### src/uslb_map.vh
// Purpose: offsets, field positions, reset values and timing counts of the serial unit
// Assumes: included by every design file of the block
// Notes: offsets are relative to the unit's base port
`ifndef USLB_MAP_VH
`define USLB_MAP_VH
// port offsets
`define USLB_OFS_DATA 3'h0
`define USLB_OFS_IEN 3'h1
`define USLB_OFS_IID 3'h2
`define USLB_OFS_LCTL 3'h3
`define USLB_OFS_MCTL 3'h4
`define USLB_OFS_LSTAT 3'h5
`define USLB_OFS_MSTAT 3'h6
`define USLB_OFS_SPARE 3'h7
// line control fields
`define USLB_LC_WLEN 0
`define USLB_LC_STOP 2
`define USLB_LC_PEN 3
`define USLB_LC_EVEN 4
`define USLB_LC_STICK 5
`define USLB_LC_BRK 6
`define USLB_LC_DLAB 7
// modem control fields
`define USLB_MC_DTR 0
`define USLB_MC_RTS 1
`define USLB_MC_AUX1 2
`define USLB_MC_AUX2 3
`define USLB_MC_LOOP 4
// line status fields
`define USLB_LS_DR 0
`define USLB_LS_THRE 5
`define USLB_LS_TEMT 6
// interrupt enable fields
`define USLB_IE_RX 0
`define USLB_IE_TX 1
`define USLB_IE_LINE 2
`define USLB_IE_MDM 3
// interrupt ids, highest priority first
`define USLB_ID_LINE 2'h3
`define USLB_ID_RX 2'h2
`define USLB_ID_TX 2'h1
`define USLB_ID_MDM 2'h0
// reset values
`define USLB_RST_LCTL 8'h00
`define USLB_RST_MCTL 5'h00
`define USLB_RST_IEN 4'h0
`define USLB_RST_DIV 16'h0000
// timing
`define USLB_REF_CLK_HZ 1843200
`define USLB_OVERSAMPLE 5'd16
`define USLB_HALF_BIT 4'd7
`define USLB_LAST_TICK 4'hf
`define USLB_STOP_ONE 5'd15
`define USLB_STOP_HALF 5'd23
`define USLB_STOP_TWO 5'd31
`endif

### src/uslb_baud.v
// Purpose: baud generator, divides the reference clock by the divisor latch
// Assumes: reference clock well below half the system clock
// Notes: tick is one system cycle wide, sixteen ticks per serial bit; divisor 0 halts it
`timescale 1ns/100ps
`include "uslb_map.vh"
module uslb_baud #(
	parameter DIV_W = 16
) (
	input wire clock,
	input wire reset,
	input wire ref_clk_in,
	input wire [DIV_W-1:0] divisor,
	output reg tick
);
	reg s1_q;
	reg s2_q;
	reg s3_q;
	reg [DIV_W-1:0] cnt_q;
	wire ref_edge;

	assign ref_edge = s2_q & ~s3_q;

	always @(posedge clock) begin
		if (reset) begin
			s1_q <= 1'b0;
			s2_q <= 1'b0;
			s3_q <= 1'b0;
			cnt_q <= {DIV_W{1'b0}};
			tick <= 1'b0;
		end else begin
			s1_q <= ref_clk_in;
			s2_q <= s1_q;
			s3_q <= s2_q;
			tick <= 1'b0;
			if (ref_edge && divisor != {DIV_W{1'b0}}) begin
				// one tick per divisor reference periods
				if (cnt_q >= divisor - {{(DIV_W-1){1'b0}}, 1'b1}) begin
					cnt_q <= {DIV_W{1'b0}};
					tick <= 1'b1;
				end else begin
					cnt_q <= cnt_q + {{(DIV_W-1){1'b0}}, 1'b1};
				end
			end
		end
	end
endmodule // uslb_baud

### src/uslb_rx.v
// Purpose: receive shift register, assembles one character per frame
// Assumes: rx_line already synchronous, tick at sixteen per bit
// Notes: strobe is a one-cycle pulse carrying data and the three error flags
`timescale 1ns/100ps
`include "uslb_map.vh"
module uslb_rx (
	input wire clock,
	input wire reset,
	input wire tick,
	input wire rx_line,
	input wire [1:0] word_len,
	input wire parity_en,
	input wire parity_even,
	input wire parity_stick,
	output reg strobe,
	output reg [7:0] data,
	output reg perr,
	output reg ferr,
	output reg brk
);
	localparam S_IDLE = 6'h01;
	localparam S_START = 6'h02;
	localparam S_DATA = 6'h04;
	localparam S_PAR = 6'h08;
	localparam S_STOP = 6'h10;
	localparam S_HOLD = 6'h20;
	reg [5:0] st_q;
	reg [3:0] cnt_q;
	reg [2:0] bit_q;
	reg [7:0] sh_q;
	reg par_q;
	reg zero_q;
	reg perr_q;
	wire [2:0] last_bit;
	wire exp_par;

	assign last_bit = {1'b1, word_len};
	assign exp_par = parity_stick ? ~parity_even : (parity_even ? par_q : ~par_q);

	always @(posedge clock) begin
		if (reset) begin
			st_q <= S_IDLE;
			cnt_q <= 4'h0;
			bit_q <= 3'h0;
			sh_q <= 8'h00;
			par_q <= 1'b0;
			zero_q <= 1'b0;
			perr_q <= 1'b0;
			strobe <= 1'b0;
			data <= 8'h00;
			perr <= 1'b0;
			ferr <= 1'b0;
			brk <= 1'b0;
		end else begin
			strobe <= 1'b0;
			case (st_q)
			S_IDLE: begin
				if (tick && !rx_line) begin
					st_q <= S_START;
					cnt_q <= 4'h0;
				end
			end
			S_START: begin
				if (tick) begin
					cnt_q <= cnt_q + 4'h1;
					if (cnt_q == `USLB_HALF_BIT) begin
						cnt_q <= 4'h0;
						bit_q <= 3'h0;
						par_q <= 1'b0;
						zero_q <= 1'b1;
						perr_q <= 1'b0;
						st_q <= rx_line ? S_IDLE : S_DATA;
					end
				end
			end
			S_DATA: begin
				if (tick) begin
					cnt_q <= cnt_q + 4'h1;
					if (cnt_q == `USLB_LAST_TICK) begin
						sh_q <= {rx_line, sh_q[7:1]};
						par_q <= par_q ^ rx_line;
						zero_q <= zero_q & ~rx_line;
						bit_q <= bit_q + 3'h1;
						if (bit_q == last_bit) begin
							st_q <= parity_en ? S_PAR : S_STOP;
						end
					end
				end
			end
			S_PAR: begin
				if (tick) begin
					cnt_q <= cnt_q + 4'h1;
					if (cnt_q == `USLB_LAST_TICK) begin
						perr_q <= rx_line != exp_par;
						zero_q <= zero_q & ~rx_line;
						st_q <= S_STOP;
					end
				end
			end
			S_STOP: begin
				if (tick) begin
					cnt_q <= cnt_q + 4'h1;
					if (cnt_q == `USLB_LAST_TICK) begin
						strobe <= 1'b1;
						data <= sh_q >> (3'h7 - last_bit);
						perr <= perr_q;
						ferr <= ~rx_line;
						brk <= zero_q & ~rx_line;
						st_q <= rx_line ? S_IDLE : S_HOLD;
					end
				end
			end
			S_HOLD: begin
				// a held-low line starts no new frame until it returns to mark
				if (rx_line) begin
					st_q <= S_IDLE;
				end
			end
			default: begin
				st_q <= S_IDLE;
			end
			endcase
		end
	end
endmodule // uslb_rx

### src/uslb_top.v
// Purpose: serial transceiver with line and modem status, loopback and baud divisor
// Assumes: io_rd and io_wr are one-cycle strobes on clock; read data follow one cycle later
// Notes: modem and serial pins are active low where the name ends in _n
`timescale 1ns/100ps
`include "uslb_map.vh"
module uslb_top (
	input wire clock,
	input wire reset,
	input wire ref_clk_in,
	input wire [2:0] io_addr,
	input wire [7:0] io_wr_data,
	input wire io_wr,
	input wire io_rd,
	output wire [7:0] io_rd_data,
	output wire intr,
	input wire serial_rx_line,
	output wire serial_tx_line,
	input wire cts_n,
	input wire dsr_n,
	input wire ri_n,
	input wire rlsd_n,
	output wire dtr_n,
	output wire rts_n,
	output wire aux_output_one_n,
	output wire aux_output_two_n
);
	localparam T_IDLE = 5'h01;
	localparam T_START = 5'h02;
	localparam T_DATA = 5'h04;
	localparam T_PAR = 5'h08;
	localparam T_STOP = 5'h10;

	reg [7:0] lctl_q;
	reg [4:0] mctl_q;
	reg [3:0] ien_q;
	reg [15:0] div_q;
	reg [7:0] rbuf_q;
	reg dr_q;
	reg [3:0] err_q;
	reg [3:0] mdelta_q;
	reg [3:0] mlev_q;
	reg [3:0] ms1_q;
	reg [3:0] ms2_q;
	reg rx_s1_q;
	reg rx_s2_q;
	reg [7:0] thr_q;
	reg thr_full_q;
	reg thre_int_q;
	reg [7:0] tsr_q;
	reg [4:0] tst_q;
	reg [4:0] tcnt_q;
	reg [2:0] tbit_q;
	reg tpar_q;
	reg tout_q;
	reg [7:0] rd_data_q;
	reg intr_q;
	reg tx_pin_q;
	reg [3:0] mout_n_q;

	wire tick;
	wire rx_strobe;
	wire [7:0] rx_data;
	wire rx_perr;
	wire rx_ferr;
	wire rx_brk;
	wire loop_on;
	wire dlab;
	wire tx_line;
	wire rx_in;
	wire [3:0] loop_lev;
	wire [3:0] mlev;
	wire [3:0] mchg;
	wire [3:0] err_set;
	wire wr_data;
	wire wr_lstat;
	wire wr_mstat;
	wire rd_rbuf;
	wire rd_lstat;
	wire rd_mstat;
	wire rd_iid;
	wire tx_load;
	wire [2:0] tx_last;
	wire [4:0] stop_last;
	wire p_line;
	wire p_rx;
	wire p_tx;
	wire p_mdm;
	wire [1:0] iid;
	wire [7:0] lstat;
	wire [7:0] mstat;
	reg [7:0] rd_mux;

	assign loop_on = mctl_q[`USLB_MC_LOOP];
	assign dlab = lctl_q[`USLB_LC_DLAB];
	assign tx_line = lctl_q[`USLB_LC_BRK] ? 1'b0 : tout_q;
	assign rx_in = loop_on ? tx_line : rx_s2_q;
	// internal modem levels in status order: cts, dsr, ri, rlsd
	assign loop_lev = {mctl_q[`USLB_MC_AUX2], mctl_q[`USLB_MC_AUX1], mctl_q[`USLB_MC_DTR], mctl_q[`USLB_MC_RTS]};
	assign mlev = loop_on ? loop_lev : ~ms2_q;
	assign mchg[0] = mlev[0] ^ mlev_q[0];
	assign mchg[1] = mlev[1] ^ mlev_q[1];
	assign mchg[2] = mlev_q[2] & ~mlev[2];
	assign mchg[3] = mlev[3] ^ mlev_q[3];
	assign err_set = {rx_brk, rx_ferr, rx_perr, dr_q & ~rd_rbuf} & {4{rx_strobe}};

	assign wr_data = io_wr && io_addr == `USLB_OFS_DATA && !dlab;
	assign wr_lstat = io_wr && io_addr == `USLB_OFS_LSTAT;
	assign wr_mstat = io_wr && io_addr == `USLB_OFS_MSTAT;
	assign rd_rbuf = io_rd && io_addr == `USLB_OFS_DATA && !dlab;
	assign rd_lstat = io_rd && io_addr == `USLB_OFS_LSTAT;
	assign rd_mstat = io_rd && io_addr == `USLB_OFS_MSTAT;
	assign rd_iid = io_rd && io_addr == `USLB_OFS_IID;

	assign lstat = {1'b0, tst_q == T_IDLE, ~thr_full_q, err_q, dr_q};
	assign mstat = {mlev, mdelta_q};

	// pending sources, all gated by the enable register
	assign p_line = ien_q[`USLB_IE_LINE] & (|err_q);
	assign p_rx = ien_q[`USLB_IE_RX] & dr_q;
	assign p_tx = ien_q[`USLB_IE_TX] & thre_int_q;
	assign p_mdm = ien_q[`USLB_IE_MDM] & (|mdelta_q);
	assign iid = p_line ? `USLB_ID_LINE : p_rx ? `USLB_ID_RX : p_tx ? `USLB_ID_TX : `USLB_ID_MDM;

	assign tx_load = thr_full_q && (tst_q == T_IDLE || (tst_q == T_STOP && tick && tcnt_q == stop_last));
	assign tx_last = {1'b1, lctl_q[1:0]};
	assign stop_last = !lctl_q[`USLB_LC_STOP] ? `USLB_STOP_ONE :
		(lctl_q[1:0] == 2'b00 ? `USLB_STOP_HALF : `USLB_STOP_TWO);

	assign io_rd_data = rd_data_q;
	assign intr = intr_q;
	assign serial_tx_line = tx_pin_q;
	assign dtr_n = mout_n_q[0];
	assign rts_n = mout_n_q[1];
	assign aux_output_one_n = mout_n_q[2];
	assign aux_output_two_n = mout_n_q[3];

	uslb_baud #(
		.DIV_W(16)
	) u_baud (
		.clock(clock),
		.reset(reset),
		.ref_clk_in(ref_clk_in),
		.divisor(div_q),
		.tick(tick)
	);

	uslb_rx u_rx (
		.clock(clock),
		.reset(reset),
		.tick(tick),
		.rx_line(rx_in),
		.word_len(lctl_q[1:0]),
		.parity_en(lctl_q[`USLB_LC_PEN]),
		.parity_even(lctl_q[`USLB_LC_EVEN]),
		.parity_stick(lctl_q[`USLB_LC_STICK]),
		.strobe(rx_strobe),
		.data(rx_data),
		.perr(rx_perr),
		.ferr(rx_ferr),
		.brk(rx_brk)
	);

	always @* begin
		case (io_addr)
		`USLB_OFS_DATA: rd_mux = dlab ? div_q[7:0] : rbuf_q;
		`USLB_OFS_IEN: rd_mux = dlab ? div_q[15:8] : {4'h0, ien_q};
		`USLB_OFS_IID: rd_mux = {5'h00, iid, ~(p_line | p_rx | p_tx | p_mdm)};
		`USLB_OFS_LCTL: rd_mux = lctl_q;
		`USLB_OFS_MCTL: rd_mux = {3'h0, mctl_q};
		`USLB_OFS_LSTAT: rd_mux = lstat;
		`USLB_OFS_MSTAT: rd_mux = mstat;
		default: rd_mux = 8'h00;
		endcase
	end

	// pins, status and control registers
	always @(posedge clock) begin
		if (reset) begin
			lctl_q <= `USLB_RST_LCTL;
			mctl_q <= `USLB_RST_MCTL;
			ien_q <= `USLB_RST_IEN;
			div_q <= `USLB_RST_DIV;
			rbuf_q <= 8'h00;
			dr_q <= 1'b0;
			mlev_q <= 4'h0;
			ms1_q <= 4'hf;
			ms2_q <= 4'hf;
			rx_s1_q <= 1'b1;
			rx_s2_q <= 1'b1;
			rd_data_q <= 8'h00;
			intr_q <= 1'b0;
			tx_pin_q <= 1'b1;
			mout_n_q <= 4'hf;
		end else begin
			ms1_q <= {rlsd_n, ri_n, dsr_n, cts_n};
			ms2_q <= ms1_q;
			rx_s1_q <= serial_rx_line;
			rx_s2_q <= rx_s1_q;
			mlev_q <= mlev;
			tx_pin_q <= loop_on ? 1'b1 : tx_line;
			mout_n_q <= ~mctl_q[3:0];
			intr_q <= p_line | p_rx | p_tx | p_mdm;
			if (io_rd) begin
				rd_data_q <= rd_mux;
			end
			if (io_wr) begin
				case (io_addr)
				`USLB_OFS_DATA: if (dlab) div_q[7:0] <= io_wr_data;
				`USLB_OFS_IEN: begin
					if (dlab) begin
						div_q[15:8] <= io_wr_data;
					end else begin
						ien_q <= io_wr_data[3:0];
					end
				end
				`USLB_OFS_LCTL: lctl_q <= io_wr_data;
				`USLB_OFS_MCTL: mctl_q <= io_wr_data[4:0];
				default: ;
				endcase
			end
			if (rx_strobe) begin
				rbuf_q <= rx_data;
			end
			// data ready: clear, then test write, then hardware set wins
			if (rd_rbuf) begin
				dr_q <= 1'b0;
			end
			if (wr_lstat) begin
				dr_q <= io_wr_data[`USLB_LS_DR];
			end
			if (rx_strobe) begin
				dr_q <= 1'b1;
			end
		end
	end

	// error and delta flags: set beats clear in the same cycle
	genvar gi;
	generate
		for (gi = 0; gi < 4; gi = gi + 1) begin : g_flag
			always @(posedge clock) begin
				if (reset) begin
					err_q[gi] <= 1'b0;
					mdelta_q[gi] <= 1'b0;
				end else begin
					if (err_set[gi]) begin
						err_q[gi] <= 1'b1;
					end else if (wr_lstat) begin
						err_q[gi] <= io_wr_data[gi + 1];
					end else if (rd_lstat) begin
						err_q[gi] <= 1'b0;
					end
					if (mchg[gi]) begin
						mdelta_q[gi] <= 1'b1;
					end else if (wr_mstat) begin
						mdelta_q[gi] <= io_wr_data[gi];
					end else if (rd_mstat) begin
						mdelta_q[gi] <= 1'b0;
					end
				end
			end
		end
	endgenerate

	// transmitter: holding register feeds the shift register
	always @(posedge clock) begin
		if (reset) begin
			thr_q <= 8'h00;
			thr_full_q <= 1'b0;
			thre_int_q <= 1'b0;
			tsr_q <= 8'h00;
			tst_q <= T_IDLE;
			tcnt_q <= 5'h00;
			tbit_q <= 3'h0;
			tpar_q <= 1'b0;
			tout_q <= 1'b1;
		end else begin
			if (tick) begin
				tcnt_q <= tcnt_q + 5'h01;
			end
			case (tst_q)
			T_IDLE: tout_q <= 1'b1;
			T_START: begin
				if (tick && tcnt_q[3:0] == `USLB_LAST_TICK) begin
					tst_q <= T_DATA;
					tcnt_q <= 5'h00;
					tout_q <= tsr_q[0];
					tpar_q <= tsr_q[0];
					tsr_q <= {1'b0, tsr_q[7:1]};
					tbit_q <= 3'h0;
				end
			end
			T_DATA: begin
				if (tick && tcnt_q[3:0] == `USLB_LAST_TICK) begin
					tcnt_q <= 5'h00;
					tbit_q <= tbit_q + 3'h1;
					if (tbit_q == tx_last) begin
						if (lctl_q[`USLB_LC_PEN]) begin
							tst_q <= T_PAR;
							tout_q <= lctl_q[`USLB_LC_STICK] ? ~lctl_q[`USLB_LC_EVEN] :
								(lctl_q[`USLB_LC_EVEN] ? tpar_q : ~tpar_q);
						end else begin
							tst_q <= T_STOP;
							tout_q <= 1'b1;
						end
					end else begin
						tout_q <= tsr_q[0];
						tpar_q <= tpar_q ^ tsr_q[0];
						tsr_q <= {1'b0, tsr_q[7:1]};
					end
				end
			end
			T_PAR: begin
				if (tick && tcnt_q[3:0] == `USLB_LAST_TICK) begin
					tst_q <= T_STOP;
					tcnt_q <= 5'h00;
					tout_q <= 1'b1;
				end
			end
			T_STOP: begin
				if (tick && tcnt_q == stop_last) begin
					tst_q <= T_IDLE;
					tcnt_q <= 5'h00;
				end
			end
			default: tst_q <= T_IDLE;
			endcase
			if (tx_load) begin
				tsr_q <= thr_q;
				thr_full_q <= 1'b0;
				tst_q <= T_START;
				tcnt_q <= 5'h00;
				tout_q <= 1'b0;
			end
			if (wr_lstat) begin
				thr_full_q <= ~io_wr_data[`USLB_LS_THRE];
			end
			if (wr_data) begin
				thr_q <= io_wr_data;
				thr_full_q <= 1'b1;
			end
			if (tx_load || (wr_lstat && io_wr_data[`USLB_LS_THRE])) begin
				thre_int_q <= 1'b1;
			end else if (wr_data || (rd_iid && iid == `USLB_ID_TX)) begin
				thre_int_q <= 1'b0;
			end
		end
	end
endmodule // uslb_top

### config.mk
export PLATFORM = sky130hd
export DESIGN_NAME = uslb_top
export DESIGN_NICKNAME = d
export VERILOG_FILES = /design/src/uslb_baud.v /design/src/uslb_rx.v /design/src/uslb_top.v
export VERILOG_INCLUDE_DIRS = /design/src /design/src/src
export SDC_FILE = /design/constraint.sdc
export NUM_CORES = 1
export LEC_CHECK = 0
export BUFFER_PORTS_ARGS = -buffer_cell sky130_fd_sc_hd__buf_2
export CORE_ASPECT_RATIO = 1.1
export CORE_UTILIZATION = 30
export DETAILED_ROUTE_END_ITERATION = 10
export SYNTH_ARGS = -nofsm -noshare
export SYNTH_HDL_FRONTEND = slang
export SYNTH_SLANG_ARGS = --single-unit
### constraint.sdc
create_clock -name clock -period 3.89 [get_ports clock]
set_clock_uncertainty 0.1 [all_clocks]
set_input_delay 0.5835 -clock clock [delete_from_list [all_inputs] [get_ports clock]]
set_output_delay 0.5835 -clock clock [all_outputs]
set_load 0.02 [all_outputs]
==> qor.json <==
{
  "placement.setup.worst_slack": {"value": 396, "unit": "ps"},
  "synthesis_to_layout_area_growth": {"value": 13.8, "unit": "%"},
  "final_util": {"value": 0.349},
  "peakVddDrop": {"value": 0.304, "unit": "mV"},
  "netlist_top_cells_area": {"value": "dfxtp_1 (41%), mux2i_1 (6.1%), nor2_1 (5.0%)"},
  "timing.critical_path.slowest_cell_delay": {"value": 910, "unit": "ps"},
  "numCtsBuffers": {"value": 17},
  "worst_hold_path_type": {"value": "input pin to flop"},
  "die_area": {"value": 0.0276, "unit": "mm²"},
  "synth_area": {"value": 0.00807, "unit": "mm²"},
  "timing.fmax": {"value": 0.291, "unit": "GHz"},
  "count_of_final_hold_check_violations": {"value": 0},
  "tritoncts_num_sinks": {"value": 167},
  "worst_pin_slew": {"value": 1100, "unit": "ps"},
  "grt_start_max_net_pins": {"value": 88},
  "worst_setup_path_end_kind": {"value": "flop"},
  "timing.critical_path.slowest_stage_cell": {"value": "o31ai_2"},
  "clock_slew_at_the_register_clock_pins_of_the_worst_setup_and_hold_paths": {"value": 70, "unit": "ps"},
  "floorplan.io_pins": {"value": 35},
  "setup_repair_after_global_routing_missed_its_margin": {"value": "no"},
  "p_leak": {"value": 0.00350, "unit": "µW"},
  "ctsHoldBuffers": {"value": 0},
  "synth.largest_area_cell": {"value": "dfxtp_1"},
  "critical_path.most_common_cell": {"value": "nor4_1"},
  "die_height": {"value": 174, "unit": "µm"},
  "swShare": {"value": 0.230},
  "share_of_final_layout_standard_cells_stronger_than_drive_strength_1": {"value": 0.113},
  "synth_warn": {"value": 0},
  "timing_max_transition_violations_final": {"value": 0},
  "synth_nets": {"value": 993},
  "ctsResizeCount": {"value": 0},
  "critical_path_arrival": {"value": 3600, "unit": "ps"},
  "clock_power_share": {"value": 0.494},
  "final_net_count": {"value": 997},
  "syn_inst": {"value": 950},
  "comb_power_share": {"value": 0.050},
  "status": {"value": "finished clean"},
  "detail_route.first_pass.iterations": {"value": 5},
  "worstRegToRegCells": {"value": 9},
  "drv.max_cap_violation_count": {"value": 0},
  "most_common_library_cell_in_the_layout_ignoring_fill_and_taps": {"value": "dfxtp_1"},
  "htreeDepth": {"value": 4},
  "start_util": {"value": 0.307},
  "final_period_minus_worst_setup_slack": {"value": 3430, "unit": "ps"},
  "worst_slew_margin_rel": {"value": 0.264},
  "wire_length_of_the_first_global_routing_pass": {"value": 33.2, "unit": "mm"},
  "via_count": {"value": 6714},
  "diodes": {"value": 0},
  "worst-setup-path-type": {"value": "flop to flop"},
  "clk_path_buf_depth": {"value": 2},
  "grt_util_all_layers": {"value": 0.153},
  "placeableCoreArea": {"value": 0.0263, "unit": "mm²"},
  "holdPathStages": {"value": 2},
  "intPower": {"value": 2960, "unit": "µW"},
  "syn-mean-instance-area": {"value": 8.49, "unit": "µm²"},
  "overflow": {"value": 0},
  "routedWlPerCell": {"value": 15.5, "unit": "µm"},
  "power.sequential.fraction": {"value": 0.456},
  "cts.repair_timing.setup_buffer_count": {"value": 0},
  "highest_net_fanout_along_the_worst_path": {"value": 16},
  "powerDensity": {"value": 419, "unit": "mW/mm²"},
  "remaining_drc_errors": {"value": 0},
  "worstPathRequired": {"value": 4050, "unit": "ps"},
  "viasPerCell": {"value": 5.09},
  "placement_rows": {"value": 62},
  "drtAntennaViolNets": {"value": 0},
  "root_cell_of_the_clock_tree": {"value": "clkbuf_16"},
  "finalWeightedCongestion": {"value": 0.892},
  "synth.yosys.seq_area_share": {"value": 0.414},
  "drt_iter0_drc": {"value": 492},
  "crit_path_cell_trace": {"value": "nor4_1 > nand4b_1 > nor4_1 > xnor2_1 > ha_1 > and4_1 > nand2_1 > o31ai_2 > nor2_1"},
  "total_power_draw": {"value": 3850, "unit": "µW"},
  "startpoint_type": {"value": "flop"},
  "io_buffer_count": {"value": 34},
  "layout_worst_path_cycle_share": {"value": 0.883},
  "grt_pass1_vias": {"value": 6215},
  "ys_seq_elements": {"value": 167},
  "synth_top_flop_cell": {"value": "dfxtp_1"},
  "netlist-cell-type-count": {"value": 64},
  "detailed_place_hpwl": {"value": 14.3, "unit": "mm"},
  "initial_antenna_violation_count": {"value": 1},
  "postSynth.asyncResetShare": {"value": 0},
  "floorplan.die.width": {"value": 158, "unit": "µm"},
  "clock_latency": {"value": 430, "unit": "ps"},
  "final_critical_path_setup_slack": {"value": 455, "unit": "ps"},
  "finalWirelength": {"value": 20.5, "unit": "mm"},
  "filler_cell_count": {"value": 2722},
  "clock_tree_from_tritoncts": {"value": "done"},
  "holdWs": {"value": 234, "unit": "ps"},
  "post_synth_edffs": {"value": 0},
  "timing.final.setup_violations": {"value": 0},
  "mostFrequentLayoutCells": {"value": "dfxtp_1 (167), nor2_1 (108), nand2_1 (100)"},
  "netSwitchingPower": {"value": 886, "unit": "µW"},
  "netlist.area_leader.share": {"value": 0.414},
  "setup-tns-final": {"value": 0, "unit": "ps"}
}
-- routing by layer --
metal	routed length [µm]	global-route usage
met3	1210	0.0424
met1	9300	0.203
met2	9480	0.236
met5	10	0
met4	467	0.0549
-- cell type report --
type / count / area, µm² / area share
multi-input combinational: 705 / 4420 / 0.481
tap: 352 / 440 / 0.0479
sequential: 167 / 3340 / 0.364
timing repair buffer: 41 / 238 / 0.0259
inverter: 22 / 82.6 / 0.00899
clock buffer: 18 / 429 / 0.0467
clock inverter: 14 / 233 / 0.0253
-- cells by family (layout without fill, tap and decap cells) --
group	Yosys count	in the layout	share of synthesized area
AO/OA/AOI/OAI	198	198	0.157
buffers and inverters	78	95	0.0378
flip-flops	167	167	0.414
multiplexers	59	59	0.0747
XOR/XNOR	53	53	0.0575
AND/OR/NAND/NOR	373	373	0.224
adder cells (fa/ha/maj)	22	22	0.0341
-- critical path, delay by kind of cell, from the launching register on --
kind | cells | cell delay [ps]
adder cells (fa/ha/maj) | 1 | 280
AND/OR/NAND/NOR | 6 | 1510
AO/OA/AOI/OAI | 1 | 910
XOR/XNOR | 1 | 120
flip-flops | 1 | 370
-- power groups by stage --
stage / sequential, µW / combinational [µW] / clock (µW)
detailed placement: 1790 / 192 / 0
CTS: 1750 / 193 / 1940
finish: 1750 / 194 / 1900
floorplan: 1790 / 134 / 0
global placement: 1790 / 191 / 0
global route: 1760 / 212 / 2010
-- stage by stage --
| stage | cells | area [µm²] |
|---|---|---|
| 2_1_floorplan | 950 | 8070 |
| 3_3_place_gp | 1287 | 8520 |
| 3_5_place_dp | 1287 | 8520 |
| 4_1_cts | 1319 | 9190 |
| 5_1_grt | 1319 | 9190 |
| 6_report | 1319 | 9190 |
-- final timing paths --
check	slack, ps	startpoint	to
setup reg to reg	460	div_q[4]$_SDFFE_PP0P_	u_baud.cnt_q[7]$_SDFFE_PP0P_
setup / recovery	460	div_q[4]$_SDFFE_PP0P_	u_baud.cnt_q[7]$_SDFFE_PP0P_
hold / removal	230	ri_n	ms1_q[2]$_SDFF_PP1_
hold reg to reg	320	ms1_q[2]$_SDFF_PP1_	ms2_q[2]$_SDFF_PP1_
-- state kept, by name (all words and copies together) (netlist names), 5 cells and up --
register and count:
div_q 16, u_baud.cnt_q 16, io_rd_data 8, lctl_q 8, rbuf_q 8, thr_q 8
tsr_q 8, u_rx.data 8, u_rx.sh_q 8, u_rx.st_q 6, mctl_q 5, tcnt_q 5
tst_q 5
-- synth_stat cells (13+ instances only) --
library cell / count
nand4_1: 13
xor2_1: 16
a22oi_1: 16
dfxtp_1: 167
inv_1: 22
nor2_1: 108
nor2b_1: 16
or2_2: 17
a21oi_1: 76
o21ai_0: 34
nor3_1: 20
xnor2_1: 37
nand2_1: 100
ha_1: 22
mux2i_1: 49
clkbuf_1: 47
nand3_1: 33
(Power assumes the default switching activity.)
